==> src/logic/smio_regs.vh <==
// register map, field positions, reset values and timing counts
`ifndef SMIO_REGS_VH
`define SMIO_REGS_VH

// byte offsets on the apb bus
`define SMIO_OFS_MODE_LOW   12'h000
`define SMIO_OFS_MODE_HIGH  12'h004
`define SMIO_OFS_TX_BUF     12'h008
`define SMIO_OFS_RX_BUF     12'h00C
`define SMIO_OFS_IRQ_STAT   12'h010
`define SMIO_OFS_IRQ_MASK   12'h014
`define SMIO_OFS_STATE      12'h018

// reset values (the mode ones also hardware stop values), and the io mode pattern of serial mode low
`define SMIO_MODE_LOW_RST   8'h48
`define SMIO_MODE_HIGH_RST  8'h00
`define SMIO_MODE_LOW_IO    8'h0C
`define SMIO_MASK_RST       3'h0

// serial mode low fields
`define SMIO_ML_RATE_LO     0
`define SMIO_ML_RATE_HI     1
`define SMIO_ML_LEN_LO      2
`define SMIO_ML_LEN_HI      3
`define SMIO_ML_PEN         4
`define SMIO_ML_EVEN        5
`define SMIO_ML_STOP_LO     6
`define SMIO_ML_STOP_HI     7
`define SMIO_RATE_X1        2'h1

// serial mode high fields
`define SMIO_MH_SK_LO       0
`define SMIO_MH_SK_HI       1
`define SMIO_MH_TXE         2
`define SMIO_MH_RXE         3
`define SMIO_MH_SE          4
`define SMIO_MH_IOE         5
`define SMIO_MH_TSK         6

// clock source codes
`define SMIO_SK_TIMER       2'h0
`define SMIO_SK_DIV384      2'h1
`define SMIO_SK_DIV24       2'h2
`define SMIO_SK_EXT         2'h3

// interrupt status and mask bits
`define SMIO_IRQ_TX_EMPTY   0
`define SMIO_IRQ_RX_FULL    1
`define SMIO_IRQ_CFG_ERR    2

// divider ratios and high hold after the eighth clock
`define SMIO_DIV_A          24
`define SMIO_DIV_B          384
`define SMIO_HOLD_STATES    6
`define SMIO_CYC_PER_STATE  1

`endif

==> src/logic/smio_sync.v <==
`timescale 1ns/1ps
`default_nettype none
module smio_sync #(
  parameter W = 4
) (
  input  wire         pclk,
  input  wire         presetn,
  input  wire [W-1:0] din,
  output reg  [W-1:0] dout
);

  reg [W-1:0] meta_reg;   // first stage, read only by dout

  // two flip-flop synchroniser, inputs idle high
  always @(posedge pclk or negedge presetn)
  begin
    if (!presetn)
    begin
      meta_reg <= {W{1'b1}};
      dout     <= {W{1'b1}};
    end
    else
    begin
      meta_reg <= din;
      dout     <= meta_reg;
    end
  end

endmodule
`default_nettype wire

==> src/logic/smio_clkdiv.v <==
`timescale 1ns/1ps
`default_nettype none
`include "smio_regs.vh"
module smio_clkdiv (
  input  wire pclk,
  input  wire presetn,
  output reg  tick_a,
  output reg  tick_b
);

  // half periods, so two ticks make one serial clock period
  localparam integer HALF_A_I = `SMIO_DIV_A / 2;
  localparam integer HALF_B_I = `SMIO_DIV_B / 2;
  // both halves fit eight bits, so the cut drops only zeros
  localparam [7:0] HALF_A = HALF_A_I[7:0];
  localparam [7:0] HALF_B = HALF_B_I[7:0];

  reg [7:0] cnt_a_reg;    // fast divider count
  reg [7:0] cnt_b_reg;    // slow divider count

  // free running dividers, a tick each half period
  always @(posedge pclk or negedge presetn)
  begin
    if (!presetn)
    begin
      cnt_a_reg <= 8'h00;
      cnt_b_reg <= 8'h00;
      tick_a    <= 1'b0;
      tick_b    <= 1'b0;
    end
    else
    begin
      tick_a <= (cnt_a_reg == HALF_A - 8'h01);
      tick_b <= (cnt_b_reg == HALF_B - 8'h01);
      if (cnt_a_reg == HALF_A - 8'h01)
        cnt_a_reg <= 8'h00;
      else
        cnt_a_reg <= cnt_a_reg + 8'h01;
      if (cnt_b_reg == HALF_B - 8'h01)
        cnt_b_reg <= 8'h00;
      else
        cnt_b_reg <= cnt_b_reg + 8'h01;
    end
  end

endmodule
`default_nettype wire

==> src/logic/smio_top.v <==
// The placing of the registers and the APB interface to the registers were chosen for this implementation.
`timescale 1ns/1ps
`default_nettype none
`include "smio_regs.vh"
module smio_top (
  input  wire        pclk,
  input  wire        presetn,
  input  wire        psel,
  input  wire        penable,
  input  wire        pwrite,
  input  wire [11:0] paddr,
  input  wire [31:0] pwdata,
  output reg  [31:0] prdata,
  output reg         pready,
  output reg         pslverr,
  input  wire        serial_in_pin,
  output reg         serial_out_pin,
  input  wire        sck_in,
  output reg         sck_out,
  output reg         sck_oe_n,
  input  wire        timer_output,
  input  wire        timer_direct,
  input  wire        hw_stop_pin,
  output reg         irq
);

  // generator states, one hot
  localparam [2:0] ST_IDLE = 3'h1;
  localparam [2:0] ST_RUN  = 3'h2;
  localparam [2:0] ST_HOLD = 3'h4;
  localparam integer HOLD_I = `SMIO_HOLD_STATES * `SMIO_CYC_PER_STATE;
  localparam [3:0] HOLD_CYC = HOLD_I[3:0];

  reg  [7:0] mode_low_reg;     // serial_mode_low
  reg  [7:0] mode_high_reg;    // serial_mode_high
  reg  [7:0] tx_buf_reg;       // transmit_buffer
  reg        tx_full_reg;      // transmit buffer holds a byte
  reg  [7:0] tx_shift_reg;     // outgoing shifter
  reg        tx_busy_reg;      // shifter holds unsent bits
  reg  [2:0] tx_cnt_reg;       // transmit bit counter
  reg  [7:0] rx_shift_reg;     // incoming shifter
  reg  [7:0] rx_buf_reg;       // receive buffer
  reg  [2:0] rx_cnt_reg;       // receive bit counter
  reg  [2:0] irq_stat_reg;     // sticky events
  reg  [2:0] irq_mask_reg;     // 1 lets an event reach irq
  reg  [2:0] gen_state_reg;    // internal clock generator
  reg  [3:0] gen_cnt_reg;      // rising edges, then hold cycles
  reg        sck_int_reg;      // internally made clock level
  reg        ext_prev_reg;     // last synchronised external clock
  reg        tmr_prev_reg;     // last synchronised timer output

  wire [3:0] pins_s;           // synchronised pins
  wire       rx_s;
  wire       sck_s;
  wire       tmr_s;
  wire       stop_s;
  wire       tick_a;
  wire       tick_b;

  // every pin from outside except timer_direct and the apb bus passes two flip-flops
  smio_sync #(.W(4)) u_sync (
    .pclk    (pclk),
    .presetn (presetn),
    .din     ({hw_stop_pin, timer_output, sck_in, serial_in_pin}),
    .dout    (pins_s)
  );
  assign rx_s   = pins_s[0];
  assign sck_s  = pins_s[1];
  assign tmr_s  = pins_s[2];
  assign stop_s = pins_s[3];

  smio_clkdiv u_div (
    .pclk    (pclk),
    .presetn (presetn),
    .tick_a  (tick_a),
    .tick_b  (tick_b)
  );

  // field decode
  wire [1:0] clk_src   = mode_high_reg[`SMIO_MH_SK_HI:`SMIO_MH_SK_LO];
  wire       tx_en     = mode_high_reg[`SMIO_MH_TXE];
  wire       rx_en     = mode_high_reg[`SMIO_MH_RXE];
  wire       search_en = mode_high_reg[`SMIO_MH_SE];
  wire       io_en     = mode_high_reg[`SMIO_MH_IOE];
  wire       start_trg = mode_high_reg[`SMIO_MH_TSK];
  wire [1:0] rate_sel  = mode_low_reg[`SMIO_ML_RATE_HI:`SMIO_ML_RATE_LO];
  wire       ext_clk   = (clk_src == `SMIO_SK_EXT);
  wire       io_mode   = io_en && (mode_low_reg == `SMIO_MODE_LOW_IO);

  // clock source picks what paces the generator: timer output edges or a divider tick
  reg gen_tick;
  always @*
  begin
    case (clk_src)
      `SMIO_SK_DIV24:  gen_tick = tick_a;
      `SMIO_SK_DIV384: gen_tick = tick_b;
      `SMIO_SK_TIMER:  gen_tick = (tmr_s != tmr_prev_reg);
      default:         gen_tick = 1'b0;
    endcase
  end

  // shared clock edges, internal or external
  wire gen_run  = (gen_state_reg == ST_RUN);
  wire int_fall = gen_run && gen_tick && sck_int_reg;
  wire int_rise = gen_run && gen_tick && !sck_int_reg;
  wire sck_fall = ext_clk ? (ext_prev_reg && !sck_s) : int_fall;
  wire sck_rise = ext_clk ? (!ext_prev_reg && sck_s) : int_rise;

  // apb decode, write or read lands at the completing edge
  wire apb_done = psel && penable && pready;
  wire apb_wr   = apb_done && pwrite;
  wire apb_rd   = apb_done && !pwrite;
  wire wr_low   = apb_wr && (paddr == `SMIO_OFS_MODE_LOW);
  wire wr_high  = apb_wr && (paddr == `SMIO_OFS_MODE_HIGH);
  wire wr_tx    = apb_wr && (paddr == `SMIO_OFS_TX_BUF);
  wire wr_mask  = apb_wr && (paddr == `SMIO_OFS_IRQ_MASK);
  wire rd_stat  = apb_rd && (paddr == `SMIO_OFS_IRQ_STAT);

  // loads happen only with transmit enabled
  // full duplex on the shared clock, one character at a time
  wire tx_load  = tx_en && tx_full_reg && !tx_busy_reg &&
                  (ext_clk || gen_state_reg == ST_IDLE);
  // trigger only with internal clock in io mode
  wire rx_start = io_mode && rx_en && start_trg && !ext_clk &&
                  (gen_state_reg == ST_IDLE) && !tx_load;
  wire gen_go   = !ext_clk && (gen_state_reg == ST_IDLE) &&
                  (tx_load || rx_start);

  // events for the sticky status
  wire rx_word  = rx_en && sck_rise &&
                  ((rx_cnt_reg == 3'h7) || (search_en && !io_en));
  // x1 rate with direct fed timer is flagged as a configuration error
  wire cfg_err  = (clk_src == `SMIO_SK_TIMER) && timer_direct &&
                  !io_en && (rate_sel == `SMIO_RATE_X1);
  wire [2:0] ev = {cfg_err, rx_word, tx_load};

  // bit order: msb first in io mode, lsb first otherwise
  function [7:0] smio_shift;
    input [7:0] d;
    input       msb_first;
    input       b;
    begin
      smio_shift = msb_first ? {d[6:0], b} : {b, d[7:1]};
    end
  endfunction

  // apb register reads, unmapped address flags an error
  reg [31:0] rd_mux;
  reg        rd_bad;
  always @*
  begin
    rd_mux = 32'h0000_0000;
    rd_bad = 1'b0;
    case (paddr)
      `SMIO_OFS_MODE_LOW:  rd_mux = {24'h000000, mode_low_reg};
      `SMIO_OFS_MODE_HIGH: rd_mux = {24'h000000, mode_high_reg};
      `SMIO_OFS_TX_BUF:    rd_mux = {24'h000000, tx_buf_reg};
      `SMIO_OFS_RX_BUF:    rd_mux = {24'h000000, rx_buf_reg};
      `SMIO_OFS_IRQ_STAT:  rd_mux = {29'h00000000, irq_stat_reg};
      `SMIO_OFS_IRQ_MASK:  rd_mux = {29'h00000000, irq_mask_reg};
      `SMIO_OFS_STATE:     rd_mux = {29'h00000000, gen_run,
                                     tx_busy_reg, tx_full_reg};
      default:             rd_bad = 1'b1;
    endcase
  end

  // apb handshake, one wait state so outputs come from flops
  always @(posedge pclk or negedge presetn)
  begin
    if (!presetn)
    begin
      pready  <= 1'b0;
      pslverr <= 1'b0;
      prdata  <= 32'h0000_0000;
    end
    else if (psel && penable && !pready)
    begin
      pready  <= 1'b1;
      pslverr <= rd_bad;
      prdata  <= pwrite ? 32'h0000_0000 : rd_mux;
    end
    else
    begin
      pready  <= 1'b0;
      pslverr <= 1'b0;
    end
  end

  // mode registers, reset and hardware stop share defaults
  always @(posedge pclk or negedge presetn)
  begin
    if (!presetn)
    begin
      mode_low_reg  <= `SMIO_MODE_LOW_RST;
      mode_high_reg <= `SMIO_MODE_HIGH_RST;
    end
    else if (stop_s)
    begin
      mode_low_reg  <= `SMIO_MODE_LOW_RST;
      mode_high_reg <= `SMIO_MODE_HIGH_RST;
    end
    else
    begin
      if (wr_low)
        mode_low_reg <= pwdata[7:0];
      if (wr_high)
        mode_high_reg <= pwdata[7:0];
      // trigger self clears as clock starts
      else if (rx_start)
        mode_high_reg[`SMIO_MH_TSK] <= 1'b0;
    end
  end

  // transmit path
  always @(posedge pclk or negedge presetn)
  begin
    if (!presetn)
    begin
      tx_buf_reg     <= 8'h00;
      tx_full_reg    <= 1'b0;
      tx_shift_reg   <= 8'h00;
      tx_busy_reg    <= 1'b0;
      tx_cnt_reg     <= 3'h0;
      serial_out_pin <= 1'b1;
    end
    else
    begin
      // a write during the load cycle refills the buffer
      if (wr_tx)
      begin
        tx_buf_reg  <= pwdata[7:0];
        tx_full_reg <= 1'b1;
      end
      else if (tx_load)
        tx_full_reg <= 1'b0;
      if (tx_load)
      begin
        tx_shift_reg <= tx_buf_reg;
        tx_busy_reg  <= 1'b1;
        tx_cnt_reg   <= 3'h0;
      end
      else if (tx_busy_reg && sck_fall)
      begin
        // next bit leaves on the falling edge
        serial_out_pin <= io_mode ? tx_shift_reg[7] : tx_shift_reg[0];
        tx_shift_reg   <= smio_shift(tx_shift_reg, io_mode, 1'b1);
      end
      else if (tx_busy_reg && sck_rise)
      begin
        tx_cnt_reg <= tx_cnt_reg + 3'h1;
        if (tx_cnt_reg == 3'h7)
          tx_busy_reg <= 1'b0;
      end
      // mark level when idle or disabled
      // waits for the clock pin to rise, so the last bit outlives it
      if (!tx_en || (!tx_busy_reg && !tx_load && sck_out))
        serial_out_pin <= 1'b1;
    end
  end

  // receive path
  always @(posedge pclk or negedge presetn)
  begin
    if (!presetn)
    begin
      rx_shift_reg <= 8'h00;
      rx_buf_reg   <= 8'h00;
      rx_cnt_reg   <= 3'h0;
    end
    else if (!rx_en)
      rx_cnt_reg <= 3'h0;
    else if (sck_rise)
    begin
      // sample the input on the rising edge
      rx_shift_reg <= smio_shift(rx_shift_reg, io_mode, rx_s);
      rx_cnt_reg   <= rx_cnt_reg + 3'h1;
      // full character moves to the buffer
      if (rx_word)
        rx_buf_reg <= smio_shift(rx_shift_reg, io_mode, rx_s);
    end
  end

  // internal clock generator: eight periods, then a high hold
  always @(posedge pclk or negedge presetn)
  begin
    if (!presetn)
    begin
      gen_state_reg <= ST_IDLE;
      gen_cnt_reg   <= 4'h0;
      sck_int_reg   <= 1'b1;
    end
    else
    begin
      case (gen_state_reg)
        ST_IDLE:
        begin
          sck_int_reg <= 1'b1;
          gen_cnt_reg <= 4'h0;
          if (gen_go)
            gen_state_reg <= ST_RUN;
        end
        ST_RUN:
        begin
          if (ext_clk)
            gen_state_reg <= ST_IDLE;
          else if (gen_tick)
          begin
            sck_int_reg <= !sck_int_reg;
            // eighth rising edge ends the character
            if (!sck_int_reg)
            begin
              if (gen_cnt_reg == 4'h7)
              begin
                gen_cnt_reg   <= 4'h0;
                gen_state_reg <= ST_HOLD;
              end
              else
                gen_cnt_reg <= gen_cnt_reg + 4'h1;
            end
          end
        end
        ST_HOLD:
        begin
          sck_int_reg <= 1'b1;
          if (gen_cnt_reg >= HOLD_CYC - 4'h1)
            gen_state_reg <= ST_IDLE;
          else
            gen_cnt_reg <= gen_cnt_reg + 4'h1;
        end
        default:
          gen_state_reg <= ST_IDLE;
      endcase
    end
  end

  // clock pin drive and edge history
  always @(posedge pclk or negedge presetn)
  begin
    if (!presetn)
    begin
      sck_out      <= 1'b1;
      sck_oe_n     <= 1'b1;
      ext_prev_reg <= 1'b1;
      tmr_prev_reg <= 1'b1;
    end
    else
    begin
      // clock rests high outside a character
      sck_out      <= sck_int_reg;
      sck_oe_n     <= ext_clk;
      ext_prev_reg <= sck_s;
      tmr_prev_reg <= tmr_s;
    end
  end

  // sticky status: read clears only the bits it reported, events win
  always @(posedge pclk or negedge presetn)
  begin
    if (!presetn)
    begin
      irq_stat_reg <= 3'h0;
      irq_mask_reg <= `SMIO_MASK_RST;
      irq          <= 1'b0;
    end
    else
    begin
      // transmit buffer empty sets its bit
      // receive buffer full sets its bit
      irq_stat_reg <= (irq_stat_reg & ~(rd_stat ? prdata[2:0] : 3'h0)) | ev;
      if (wr_mask)
        irq_mask_reg <= pwdata[2:0];
      irq <= |(irq_stat_reg & irq_mask_reg);
    end
  end

endmodule
`default_nettype wire

==> config.mk <==
export PLATFORM = sky130hd
export DESIGN_NAME = smio_top
export DESIGN_NICKNAME = d
export VERILOG_FILES = /design/src/logic/smio_sync.v /design/src/logic/smio_clkdiv.v /design/src/logic/smio_top.v
export VERILOG_INCLUDE_DIRS = /design/src /design/src/logic
export SDC_FILE = /design/constraint.sdc
export NUM_CORES = 1
export LEC_CHECK = 0
export BUFFER_PORTS_ARGS = -buffer_cell sky130_fd_sc_hd__buf_2
export CORE_ASPECT_RATIO = 1.5
export CORE_MARGIN = 2
export CORE_UTILIZATION = 40
export CTS_CLUSTER_DIAMETER = 50
export CTS_CLUSTER_SIZE = 16
export DETAILED_ROUTE_END_ITERATION = 8
export HOLD_SLACK_MARGIN = 0.12
export PLACE_DENSITY_LB_ADDON = 0.12
export SYNTH_ARGS = -nofsm -noshare
export SYNTH_HDL_FRONTEND = slang
export SYNTH_HIERARCHICAL = 1
export SYNTH_SLANG_ARGS = --single-unit
export TNS_END_PERCENT = 5
==> constraint.sdc <==
create_clock -name pclk -period 2.75 [get_ports pclk]
set_input_delay 0.1375 -clock pclk [delete_from_list [all_inputs] [get_ports pclk]]
set_output_delay 0.1375 -clock pclk [all_outputs]
set_load 0.005 [all_outputs]
== Word-level counts from Yosys, hierarchy flattened ==
Cells that the tools add are included.

* Register bits after elaboration: 136
* Input bits: 54
* Output and inout port bits: 38
* Logic and storage cells: 199

* $add $sub $neg: 5
* Magnitude comparators: 1
* Eq/ne operators: 32
* Multiplexer cells: 53
* Bitwise gates (word level): 4
* Reductions and logical operators: 73

{| class="wikitable"
|+ Operator list
! cell !! count
|-
| two-way mux 8 bit || 9
|-
| one-hot mux 8 bit (7 select lines) || 1
|-
| == test 12 x 5 -> 1 bit (second input constant) || 3
|-
| logical AND 1 bit || 36
|-
| two-way mux 3 bit || 12
|-
| two-way mux 32 bit || 1
|-
| == test 12 x 4 -> 1 bit (second input constant) || 2
|-
| two-way mux 1 bit || 20
|-
| two-way mux 4 bit || 5
|-
| adder 8 x 1 -> 8 bit (second input constant) || 2
|-
| == test 8 x 4 -> 1 bit (second input constant) || 2
|-
| nonzero test 2 bit || 8
|-
| inequality test 2 bit (second input constant) || 7
|-
| == test 12 x 3 -> 1 bit (second input constant) || 1
|-
| logical NOT 12 bit || 1
|-
| one-hot mux 4 bit (3 select lines) || 1
|-
| logical NOT 1 bit || 10
|-
| AND reduction 5 bit || 2
|-
| == test 3 bit (second input constant) || 3
|-
| one-hot mux 3 bit (3 select lines) || 1
|-
| AND reduction 3 bit || 3
|-
| == test 8 bit (second input constant) || 1
|-
| OR reduction 7 bit || 1
|-
| adder 3 x 1 -> 3 bit (second input constant) || 2
|-
| other kinds (23) || 34
|}

== Depth between registers and ports, before layout ==
Gate-level depths: netlist of the first run.

* Depth after elaboration: 11
* Depth in mapped cells: 7
* Mapped depth without buffers: 7

== Cells and area by module ==
The synthesis of the first run kept the hierarchy.

{| class="wikitable"
|+ By module, submodules not included
! module !! times used !! cells an instance !! area each (sq um) !! sequential area each (sq um)
|-
| smio_top || 1 || 408 || 4505.6 || 2163.3
|-
| smio_clkdiv || 1 || 63 || 757.0 || 450.4
|-
| smio_sync || 1 || 8 || 210.2 || 210.2
|}

== Worst setup path after synthesis of the first run ==
No wires, ideal clock.

* Kind: flip-flop to flip-flop
* Start point: reg gen_state_reg[0]
* End point: reg tx_shift_reg[0]
* Setup time: 0.126 ns
* Arrival: 1.894 ns
* Required time: 2.624 ns
* Path slack: 0.730 ns
* Stages on the path, launching flop included: 7
* Path buffers: 1
* Period minus slack after synthesis: 2.020 ns
* Path through: dfstp_2 > or3b_2 > a21oi_2 > inv_1 > and2_1 > clkbuf_1 > a221o_1

* Word-level cells in the longest chain between the ends: 6
* Elaborated cells on any way between the ends: 10
* Classes of those cells: 2 x eq/ne; 2 x mux; 6 x reduce/logical

{| class="wikitable"
|+ Ends and longest elaborated chain
! item !! RTL line !! RTL
|-
| start, declared || smio_top.v:46 || <nowiki>reg [2:0] gen_state_reg;</nowiki>
|-
| start signal, assigned || smio_top.v:288 || <nowiki>gen_state_reg <= ST_IDLE;</nowiki>
|-
| start signal, assigned || smio_top.v:300 || <nowiki>gen_state_reg <= ST_RUN;</nowiki>
|-
| start signal, assigned || smio_top.v:305 || <nowiki>gen_state_reg <= ST_IDLE;</nowiki>
|-
| == test 3 x 2 -> 1 bit || smio_top.v:103 || <nowiki>wire gen_run = (gen_state_reg == ST_RUN);</nowiki>
|-
| logical AND 1 bit (2 in series) || smio_top.v:104 || <nowiki>wire int_fall = gen_run && gen_tick && sck_int_reg;</nowiki>
|-
| two-way mux 1 bit || smio_top.v:106 || <nowiki>wire sck_fall = ext_clk ? (ext_prev_reg && !sck_s) : int_fall;</nowiki>
|-
| logical AND 1 bit || smio_top.v:242 || <nowiki>else if (tx_busy_reg && sck_fall)</nowiki>
|-
| nonzero test 2 bit (no source line) || -- ||
|-
| end signal, assigned || smio_top.v:238 || <nowiki>tx_shift_reg <= tx_buf_reg;</nowiki>
|-
| end signal, assigned || smio_top.v:246 || <nowiki>tx_shift_reg <= smio_shift(tx_shift_reg, io_mode, 1'b1);</nowiki>
|-
| end, declared || smio_top.v:38 || <nowiki>reg [7:0] tx_shift_reg;</nowiki>
|}

Several ways; a longest one is shown, not always the timed one.
A chain may end at the register's enable or synchronous reset.

== Final worst setup path of the first run ==
* Start point: reg mode_high_reg[1]
* End point: reg rx_buf_reg[4]

* Word-level cells in the longest chain between the ends: 8
* Elaborated cells on any way between the ends: 11
* Classes of those cells: 3 x eq/ne; 2 x mux; 6 x reduce/logical

{| class="wikitable"
|+ Ends and longest elaborated chain
! item !! RTL line !! RTL
|-
| start, declared || smio_top.v:35 || <nowiki>reg [7:0] mode_high_reg;</nowiki>
|-
| start signal, assigned || smio_top.v:195 || <nowiki>mode_high_reg <= `SMIO_MODE_HIGH_RST;</nowiki>
|-
| start signal, assigned || smio_top.v:200 || <nowiki>mode_high_reg <= `SMIO_MODE_HIGH_RST;</nowiki>
|-
| start signal, assigned || smio_top.v:207 || <nowiki>mode_high_reg <= pwdata[7:0];</nowiki>
|-
| == test 2 x 1 -> 1 bit (tied with other cells) || smio_top.v:94 || <nowiki>case (clk_src)</nowiki>
|-
| one-hot mux 1 bit (3 select lines) || smio_top.v:94 ||
|-
| logical AND 1 bit (2 in series) || smio_top.v:105 || <nowiki>wire int_rise = gen_run && gen_tick && !sck_int_reg;</nowiki>
|-
| two-way mux 1 bit (*) || smio_top.v:107 || <nowiki>wire sck_rise = ext_clk ? (!ext_prev_reg && sck_s) : int_rise;</nowiki>
|-
| logical AND 1 bit (2 in series) || smio_top.v:130 || <nowiki>wire rx_word = rx_en && sck_rise &&</nowiki>
|-
| AND reduction 3 bit (no source line) (*) || -- ||
|-
| end signal, assigned || smio_top.v:279 || <nowiki>rx_buf_reg <= smio_shift(rx_shift_reg, io_mode, rx_s);</nowiki>
|-
| end, declared || smio_top.v:42 || <nowiki>reg [7:0] rx_buf_reg;</nowiki>
|}

Mark *: on every way between the ends. The rest lies on a longest branch, timed or not.

==> flow_summary.json, run 1 <==
{
  "status": "completed",
  "drc_errors": 0,
  "r2r_cells": 6,
  "area_delta_synth_final_pct": 13.92,
  "yosysMostFrequentCell": "dfrtp_1",
  "crit_type": "flip-flop to flip-flop",
  "slew_viol_final": 0,
  "clock_path_buffers": 2,
  "clk_pin_slew_ns": 0.07,
  "cts_root_buf": "clkbuf_16",
  "setup_ws_ns": 0.5720,
  "viasPerCell": 5.274,
  "hold_viol": 0,
  "synth_common_cells": "dfrtp_1 (95), nor2_1 (45), mux2i_1 (40)",
  "fmax_mhz": 459.1,
  "grtUsageTotal_pct": 16.79,
  "fp.dieW_um": 99.51,
  "drive_above_1_share_pct": 21.92,
  "htreeDepth": 3,
  "synthTopCellsByArea": "dfrtp_1 (43%), dfstp_2 (8.2%), mux2i_1 (7.3%), buf_4 (3.3%), nor2_1 (3.1%)",
  "period_minus_slack_ns": 2.178,
  "static-leakage-power_nw": 2.968,
  "fin_util_pct": 46.52,
  "placed_area_um2": 5799,
  "cp.required_ns": 3.02,
  "setup_viol": 0,
  "grt_pass1_vias": 3788,
  "async_flop_share_pct": 100.0,
  "min_path_type": "input pin to flip-flop",
  "synthSimpleGateAreaFrac_pct": 15.11,
  "peakVddDrop_uv": 343.2,
  "num_vias": 3718,
  "final_nets": 601,
  "ctsHoldBuffers": 13,
  "fin_crit_sh_pct": 79.20,
  "ctsResizeCount": 0,
  "arrival_ns": 2.45,
  "start_util_pct": 40.83,
  "synth_compound_area_share_pct": 9.785,
  "drt-total-wl_um": 11610,
  "powerDensity_nw_per_um2": 504.4,
  "yosys_warnings": 6,
  "routedWlPerCell_um": 16.47,
  "dieArea_um2": 14650,
  "row_count": 52,
  "place.gp.congestion": 0.8072,
  "path_max_fanout": 10,
  "cp-start-kind": "flip-flop",
  "port_buffers": 43,
  "cts_buffers": 9,
  "ys_seq_area_share_pct": 51.60,
  "syn-instance-count": 479,
  "r2r_slack_ns": 0.57,
  "synthMuxAreaShare_pct": 13.08,
  "synth.cell_area_um2": 5473,
  "die_h_um": 147.3,
  "synthDistinctLibCells": 60,
  "skew_ns": 0.01012,
  "core_area_um2": 13400,
  "grt_max_degree": 59,
  "r2r-start": "mode_high_reg[1]$_DFFE_PN0P_",
  "cts_sinks": 112,
  "boundaryPins": 92,
  "cts_tree": "done",
  "max_cap_viol_count": 0,
  "overflow": 0,
  "worstSetupEndpoint": "rx_buf_reg[4]$_DFFE_PN0P_",
  "synth_flop_cell": "dfrtp_1",
  "final_cell_area_um2": 6235,
  "antenna_found_initial": 0,
  "synthXorXnorAreaFrac_pct": 1.920,
  "post_cts_buffers": 0,
  "slew_headroom_pct": 50.15,
  "syn_avg_cell_area_um2": 11.43,
  "startpoint": "mode_high_reg[1]$_DFFE_PN0P_",
  "worstMarginPinSlew_ns": 0.7477,
  "rsz0062_at_grt": "no",
  "fin_tns_setup_ns": 0,
  "grt_pass1_wl_um": 19440,
  "timing.rr.end": "rx_buf_reg[4]$_DFFE_PN0P_",
  "drt_iter0_markers": 154,
  "drt-pass1-iter-count": 4,
  "n_antenna_cell": 0,
  "synth_fa_ha_area_share_pct": 2.058,
  "synth_top_family_by_area": "simple AND/OR/NAND/NOR gates",
  "synth_edf_count": 0,
  "ys_seq_elements": 112,
  "dp_hpwl_um": 8537,
  "antenna_left": 0,
  "synth_top_cell_area_share_pct": 43.44,
  "synth_top_cell_by_area": "dfrtp_1",
  "preCtsSetupSlack_ns": 0.5417,
  "clock_latency_ns": 0.35,
  "critPathCaptureType": "flip-flop"
}
[where the power goes]
group	total, W	internal (W)	switching (W)
logic	0.000136	0.0000472	0.0000887
registers	0.00167	0.00166	0.00000819
clock network	0.00134	0.000735	0.000604
[cell families after synthesis]
| group | count (synthesis) |
|---|---|
| AND/OR/NAND/NOR | 144 |
| other | 1 |
| flip-flops | 112 |
| buffers and inverters | 66 |
| multiplexers | 61 |
| adder cells (fa/ha/maj) | 9 |
| XOR/XNOR | 12 |
| AO/OA/AOI/OAI | 74 |
[layout by cell type, fill, tap and decap left out, drive strengths merged, types with 8 or more instances in the layout]
| master | count |
|---|---|
| dlygate4sd3 | 13 |
| buf | 53 |
| xnor2 | 9 |
| mux2i | 40 |
| nand3 | 9 |
| a21oi | 14 |
| nor2 | 45 |
| nand2b | 8 |
| clkbuf | 10 |
| dfrtp | 95 |
| o21ai | 19 |
| dfstp | 17 |
| mux2 | 14 |
| conb | 24 |
| ha | 9 |
| nand2 | 29 |
| inv | 26 |
| a221o | 9 |
[worst max-delay path, stage by stage (launching register included)]
cell	delay (ns)
dfrtp_1	0.49
nor2_1	0.15
a221o_1	0.50
o41ai_4	0.38
o21a_1	0.17
buf_4	0.19
mux2i_1	0.21
[layout make-up]
type,instances,area (um2)
fill,1281,7168
sequential,112,2824
multi-input combinational,324,2386
timing repair buffer,66,422.9
clock buffer,10,239.0
tap,162,202.7
inverter,25,93.84
clock inverter,6,66.31
[per-layer routing]
layer | track usage (%) | share of wire [%]
met5 | 0 | 0
met4 | 6.507 | 1.8
met3 | 2.093 | 3.1
met2 | 28.75 | 51
met1 | 21.54 | 44
[metrics by stage]
step,total power (W),hold WS (ns),cells
5_1_grt,0.003266,0.1993,705
4_1_cts,0.003192,0.1705,705
2_1_floorplan,0.001774,-0.1581,502
3_3_place_gp,0.001824,0.2442,676
6_report,0.003145,0.1717,705
3_5_place_dp,0.001826,0.2443,676
[worst min path at each step]
stage	start	endpoint	slack (ns)	depth (start not counted)
2_1_floorplan	presetn	gen_cnt_reg[0]$_DFFE_PN0P_	-0.16	0
3_3_place_gp	timer_output	u_sync/meta_reg[2]$_DFF_PN1_	0.24	1
3_5_place_dp	hw_stop_pin	u_sync/meta_reg[3]$_DFF_PN1_	0.24	1
4_1_cts	pwrite	prdata[2]$_DFFE_PN0P_	0.17	4
5_1_grt	pwrite	prdata[2]$_DFFE_PN0P_	0.20	4
6_report	pwrite	prdata[2]$_DFFE_PN0P_	0.17	4
No activity file was read; power rests on OpenSTA's default activity.
==> run 2: changes to the inputs <==
- clock period: 2.75 -> 1.99 ns (I/O delays scaled with it)
==> run 2 against run 1 <==
Against the previous run: flip-flop and latch count stayed put; count of clock-buffer cells in the layout rose by 1; clock skew shrank 0.0017 ns; sequential power rose by 38%; non-clock buffer count is 19 higher; final cell count rose by 2.7%; via count increased by 1.3%; clock power up 39%; global-route usage increased by 0.44 points; critical path type unchanged; critical endpoint unchanged; largest power group unchanged; highest routed layer unchanged.
==> flow_summary.json, run 2 (same netlist as run 1, synthesis figures left out) <==
{
  "status": "completed",
  "clock_latency_ns": 0.35,
  "n_antenna_cell": 0,
  "crit_slowest_cell": "dfstp_2",
  "viasPerCell": 5.200,
  "area_delta_synth_final_pct": 17.72,
  "cp-start-kind": "flip-flop",
  "dieArea_um2": 14650,
  "setup_viol": 0,
  "fin_crit_sh_pct": 97.43,
  "port_buffers": 43,
  "die_h_um": 147.3,
  "antenna_found_initial": 0,
  "num_vias": 3765,
  "cts_buffers": 9,
  "boundaryPins": 92,
  "row_count": 52,
  "overflow": 0,
  "fmax_mhz": 515.8,
  "skew_ns": 0.008456,
  "core_area_um2": 13400,
  "arrival_ns": 2.20,
  "max_cap_viol_count": 0,
  "crit_type": "flip-flop to flip-flop",
  "critPathCaptureType": "flip-flop",
  "hold_viol": 0,
  "drc_errors": 0,
  "cts_tree": "done",
  "setup_ws_ns": 0.05117,
  "start_util_pct": 40.83,
  "slew_headroom_pct": 63.31,
  "cp.required_ns": 2.25,
  "powerDensity_nw_per_um2": 678.4,
  "drive_above_1_share_pct": 25.62,
  "final_nets": 620,
  "final_common_cell": "dfrtp_1",
  "grt_pass1_wl_um": 19980,
  "r2r_slack_ns": 0.05,
  "slowest_delay_ns": 0.54,
  "static-leakage-power_nw": 3.071,
  "grt_max_degree": 46,
  "cts_sinks": 112,
  "dp_hpwl_um": 9043,
  "peakVddDrop_uv": 353.6,
  "antenna_left": 0,
  "fin_util_pct": 48.07,
  "place.gp.congestion": 0.8260,
  "rsz0062_at_grt": "yes",
  "min_path_type": "input pin to flip-flop",
  "drt-total-wl_um": 11970,
  "drt-pass1-iter-count": 4,
  "htreeDepth": 3,
  "grtUsageTotal_pct": 17.23,
  "final_cell_mix": "dfrtp_1 (94), nor2_1 (45), buf_2 (42)",
  "cts_root_buf": "clkbuf_16",
  "routedWlPerCell_um": 16.53,
  "clk_pin_slew_ns": 0.08,
  "fp.dieW_um": 99.51,
  "crit_chain": "xnor2_1, a221o_1, o41ai_4, o21a_1, buf_12, mux2i_1",
  "preCtsSetupSlack_ns": 0.03310,
  "period_minus_slack_ns": 1.939,
  "drt_iter0_markers": 115,
  "worstMarginPinSlew_ns": 0.5461,
  "slew_viol_final": 0,
  "grt_pass1_vias": 3957,
  "clock_path_buffers": 2,
  "path_max_fanout": 9
}
-- run 2: cell types whose count changed in the layout (fill, tap and decap cells not counted), sizes merged --
cell and change:
clkinv -2, inv -1, buf +19, clkinvlp +2
clkbuf +1
-- run 2: layout make-up --
type	instances	area (um2)
fill	1250	6960
clock inverter	5	55.05
clock buffer	11	252.7
sequential	112	2825
multi-input combinational	324	2406
tap	162	202.7
inverter	25	93.84
timing repair buffer	85	606.8
-- run 2: power by group --
group          switching [W]  internal (W)  leakage, nW
clock               0.000822       0.00104        0.148
combinational       0.000124     0.0000743         1.44
sequential         0.0000112       0.00230         1.48
total               0.000958       0.00341         3.07
-- run 2: path summary, 6_finish.rpt --
kind | from | end | cells after the start
min reg2reg | u_sync/meta_reg[0]$_DFF_PN1_ | u_sync/dout[0]$_DFF_PN1_ | 0
min in group asynchronous | presetn | u_div/cnt_b_reg[6]$_DFF_PN0_ | 2
max | u_sync/dout[2]$_DFF_PN1_ | rx_buf_reg[4]$_DFFE_PN0P_ | 6
min | pwrite | prdata[2]$_DFFE_PN0P_ | 4
max reg2reg | u_sync/dout[2]$_DFF_PN1_ | rx_buf_reg[4]$_DFFE_PN0P_ | 6
max in group asynchronous | presetn | serial_out_pin$_DFFE_PN1P_ | 3
-- run 2: critical path, delay by kind of cell, from the launching register on --
| family | cells | cell delay (ns) |
|---|---|---|
| AO/OA/AOI/OAI | 3 | 0.93 |
| flip-flops | 1 | 0.54 |
| multiplexers | 1 | 0.19 |
| buffers and inverters | 1 | 0.15 |
| XOR/XNOR | 1 | 0.06 |
-- run 2: metrics by stage --
stage | cells | hold slack [ns] | cell area, um2 | total power, W | setup TNS, ns
floorplan | 502 | -0.1961 | 5559 | 0.002452 | -0.3360
global route | 724 | 0.1581 | 6442 | 0.004546 | -0.2944
CTS | 722 | 0.1352 | 6402 | 0.004424 | 0
finish | 724 | 0.1505 | 6442 | 0.004371 | 0
detailed placement | 693 | 0.03875 | 5964 | 0.002534 | 0
global placement | 693 | 0.04001 | 5964 | 0.002533 | 0
-- run 2: repair_timing --
action | CTS | global route
endpoints found under the hold margin | 124 | 0
setup endpoints to repair | 0 | 20
hold buffers | 13 | 0
gates resized for setup | 0 | 8
buffers inserted | 0 | 2
-- run 2: routing by layer --
metal	vias to the layer above	track usage (%)	wire [um]
met3	16	2.617	318
met1	1869	21.32	5149
met5	-	0	0
met2	70	30.34	6275
li1	1810	-	-
met4	0	6.027	221
==> run 3: changes to the inputs <==
- clock period: 1.99 -> 2.3 ns (I/O delays scaled with it)
==> run 3 against run 2 <==
Against the previous run: register-to-register slack better by 0.18 ns; hold slack improved by 0.0074 ns; clock skew grew 0.00098 ns; non-clock buffer count shrank 11; first-iteration DRC count rose by 30%; final cell count fell by 1.5%; wire length is 2.4% lower; flip-flop and latch count stayed put; sequential power decreased by 13%; count of clock-buffer cells in the layout decreased by 2.
==> flow_summary.json, run 3 (same netlist as run 1, synthesis figures left out) <==
{
  "status": "completed",
  "crit_type": "flip-flop to flip-flop",
  "dieArea_um2": 14650,
  "n_antenna_cell": 0,
  "regArea_um2": 2824,
  "boundaryPins": 92,
  "static-leakage-power_nw": 3.024,
  "finalNonFillerCells": 713,
  "start_util_pct": 40.83,
  "rsz0062_at_grt": "no",
  "clock_latency_ns": 0.35,
  "final_nets": 609,
  "cp-start-kind": "flip-flop",
  "fin_util_pct": 47.29,
  "final_cell_mix": "dfrtp_1 (95), nor2_1 (45), buf_2 (42)",
  "port_buffers": 43,
  "setup_ws_ns": 0.2352,
  "slew_viol_final": 0,
  "period_minus_slack_ns": 2.065,
  "preCtsSetupSlack_ns": 0.2356,
  "drt-total-wl_um": 11680,
  "fmax_mhz": 484.3,
  "drive_above_1_share_pct": 23.05,
  "clk_pin_slew_ns": 0.08,
  "htreeDepth": 3,
  "final_cell_area_um2": 6339,
  "fp.dieW_um": 99.51,
  "cts_buffers": 9,
  "worstMarginPinSlew_ns": 0.7386,
  "crit_slowest_cell": "dfrtp_1",
  "core_area_um2": 13400,
  "num_vias": 3777,
  "drt-pass1-iter-count": 4,
  "slowest_delay_ns": 0.49,
  "grt_max_degree": 58,
  "routedWlPerCell_um": 16.38,
  "setup_viol": 0,
  "skew_ns": 0.009433,
  "drt_iter0_markers": 149,
  "critPathCaptureType": "flip-flop",
  "hold_viol": 0,
  "dp.cells": 684,
  "min_path_type": "input pin to flip-flop",
  "fin_crit_sh_pct": 89.78,
  "fin_tns_setup_ns": 0,
  "place.gp.congestion": 0.8371,
  "grt_pass1_vias": 3897,
  "clock_path_buffers": 2,
  "overflow": 0,
  "placed_area_um2": 5884,
  "drc_errors": 0,
  "area_delta_synth_final_pct": 15.82,
  "critPathBufInv": 1,
  "viasPerCell": 5.297,
  "grtUsageTotal_pct": 17.15,
  "powerDensity_nw_per_um2": 611.4,
  "dp_hpwl_um": 8794,
  "fill_cells": 1277,
  "antenna_found_initial": 0,
  "multiInputGateArea_um2": 2386,
  "final_common_cell": "dfrtp_1",
  "max_cap_viol_count": 0,
  "path_max_fanout": 9,
  "die_h_um": 147.3,
  "row_count": 52,
  "cts_tree": "done",
  "arrival_ns": 2.34,
  "slew_headroom_pct": 50.76,
  "cts_sinks": 112,
  "peakVddDrop_uv": 421.9,
  "cp_top_family": "compound AO/OA/AOI/OAI gates",
  "crit_chain": "nor2_1, a221o_1, o41ai_4, o21a_1, buf_12, mux2i_1",
  "cts_root_buf": "clkbuf_16",
  "antenna_left": 0,
  "grt_pass1_wl_um": 19830,
  "cp.required_ns": 2.57
}
-- run 3: changes by cell type in the layout (fill, tap and decap cells not counted), moves of 2 or more --
cell        previous run  this run
clkinvlp_4             2         0
buf_4                 26        17
inv_6                  0         2
clkbuf_8               2         0
-- run 3: final cells by class --
cell class | count | share of cell area, %
tap | 162 | 3.198
timing repair buffer | 74 | 8.014
clock inverter | 7 | 1.559
multi-input combinational | 324 | 37.64
clock buffer | 9 | 3.553
sequential | 112 | 44.55
inverter | 25 | 1.480
-- run 3: worst paths after layout --
kind | cells after the start | from | end | slack, ns
max in group asynchronous | 3 | presetn | sck_out$_DFF_PN1_ | 1.20
min in group asynchronous | 2 | presetn | rx_shift_reg[1]$_DFFE_PN0P_ | 0.36
worst min register to register | 0 | u_sync/meta_reg[2]$_DFF_PN1_ | u_sync/dout[2]$_DFF_PN1_ | 0.36
worst max register to register | 6 | mode_high_reg[0]$_DFFE_PN0P_ | rx_buf_reg[1]$_DFFE_PN0P_ | 0.24
worst min-delay path | 4 | pwrite | prdata[2]$_DFFE_PN0P_ | 0.16
worst max-delay path | 6 | mode_high_reg[0]$_DFFE_PN0P_ | rx_buf_reg[1]$_DFFE_PN0P_ | 0.24
-- run 3: power by group --
group	total [W]	internal, W	switching [W]
logic	0.000169	0.0000620	0.000107
registers	0.00200	0.00199	0.00000965
clock network	0.00171	0.000968	0.000742
total	0.00388	0.00302	0.000859
-- run 3: routing by layer --
layer	global-route usage [%]	wire [um]
met4	6.027	211
met1	21.15	4925
met5	0	0
met3	2.902	379
met2	30.07	6159
-- run 3: timing repair --
| item | 4_1_cts | 5_1_grt |
|---|---|---|
| endpoints found under the hold margin | 71 | 0 |
| buffers inserted | 0 | 0 |
| hold buffers | 13 | 0 |
| gates resized for setup | 0 | 0 |
| setup endpoints to repair | 0 | 0 |
-- run 3: worst register-to-register path, stage by stage, from the launching register on --
cell and delay [ns]:
dfrtp_1 0.49, nor2_1 0.16, a221o_1 0.42, o41ai_4 0.38
o21a_1 0.22, buf_12 0.14, mux2i_1 0.19
-- run 3: metrics by stage --
| stage | hold slack (ns) | power (W) |
|---|---|---|
| after floorplan | -0.1806 | 0.002121 |
| after global placement | 0.2213 | 0.002188 |
| after detailed placement | 0.2216 | 0.002191 |
| after CTS | 0.1577 | 0.003928 |
| after global routing | 0.2015 | 0.004023 |
| final | 0.1579 | 0.003875 |
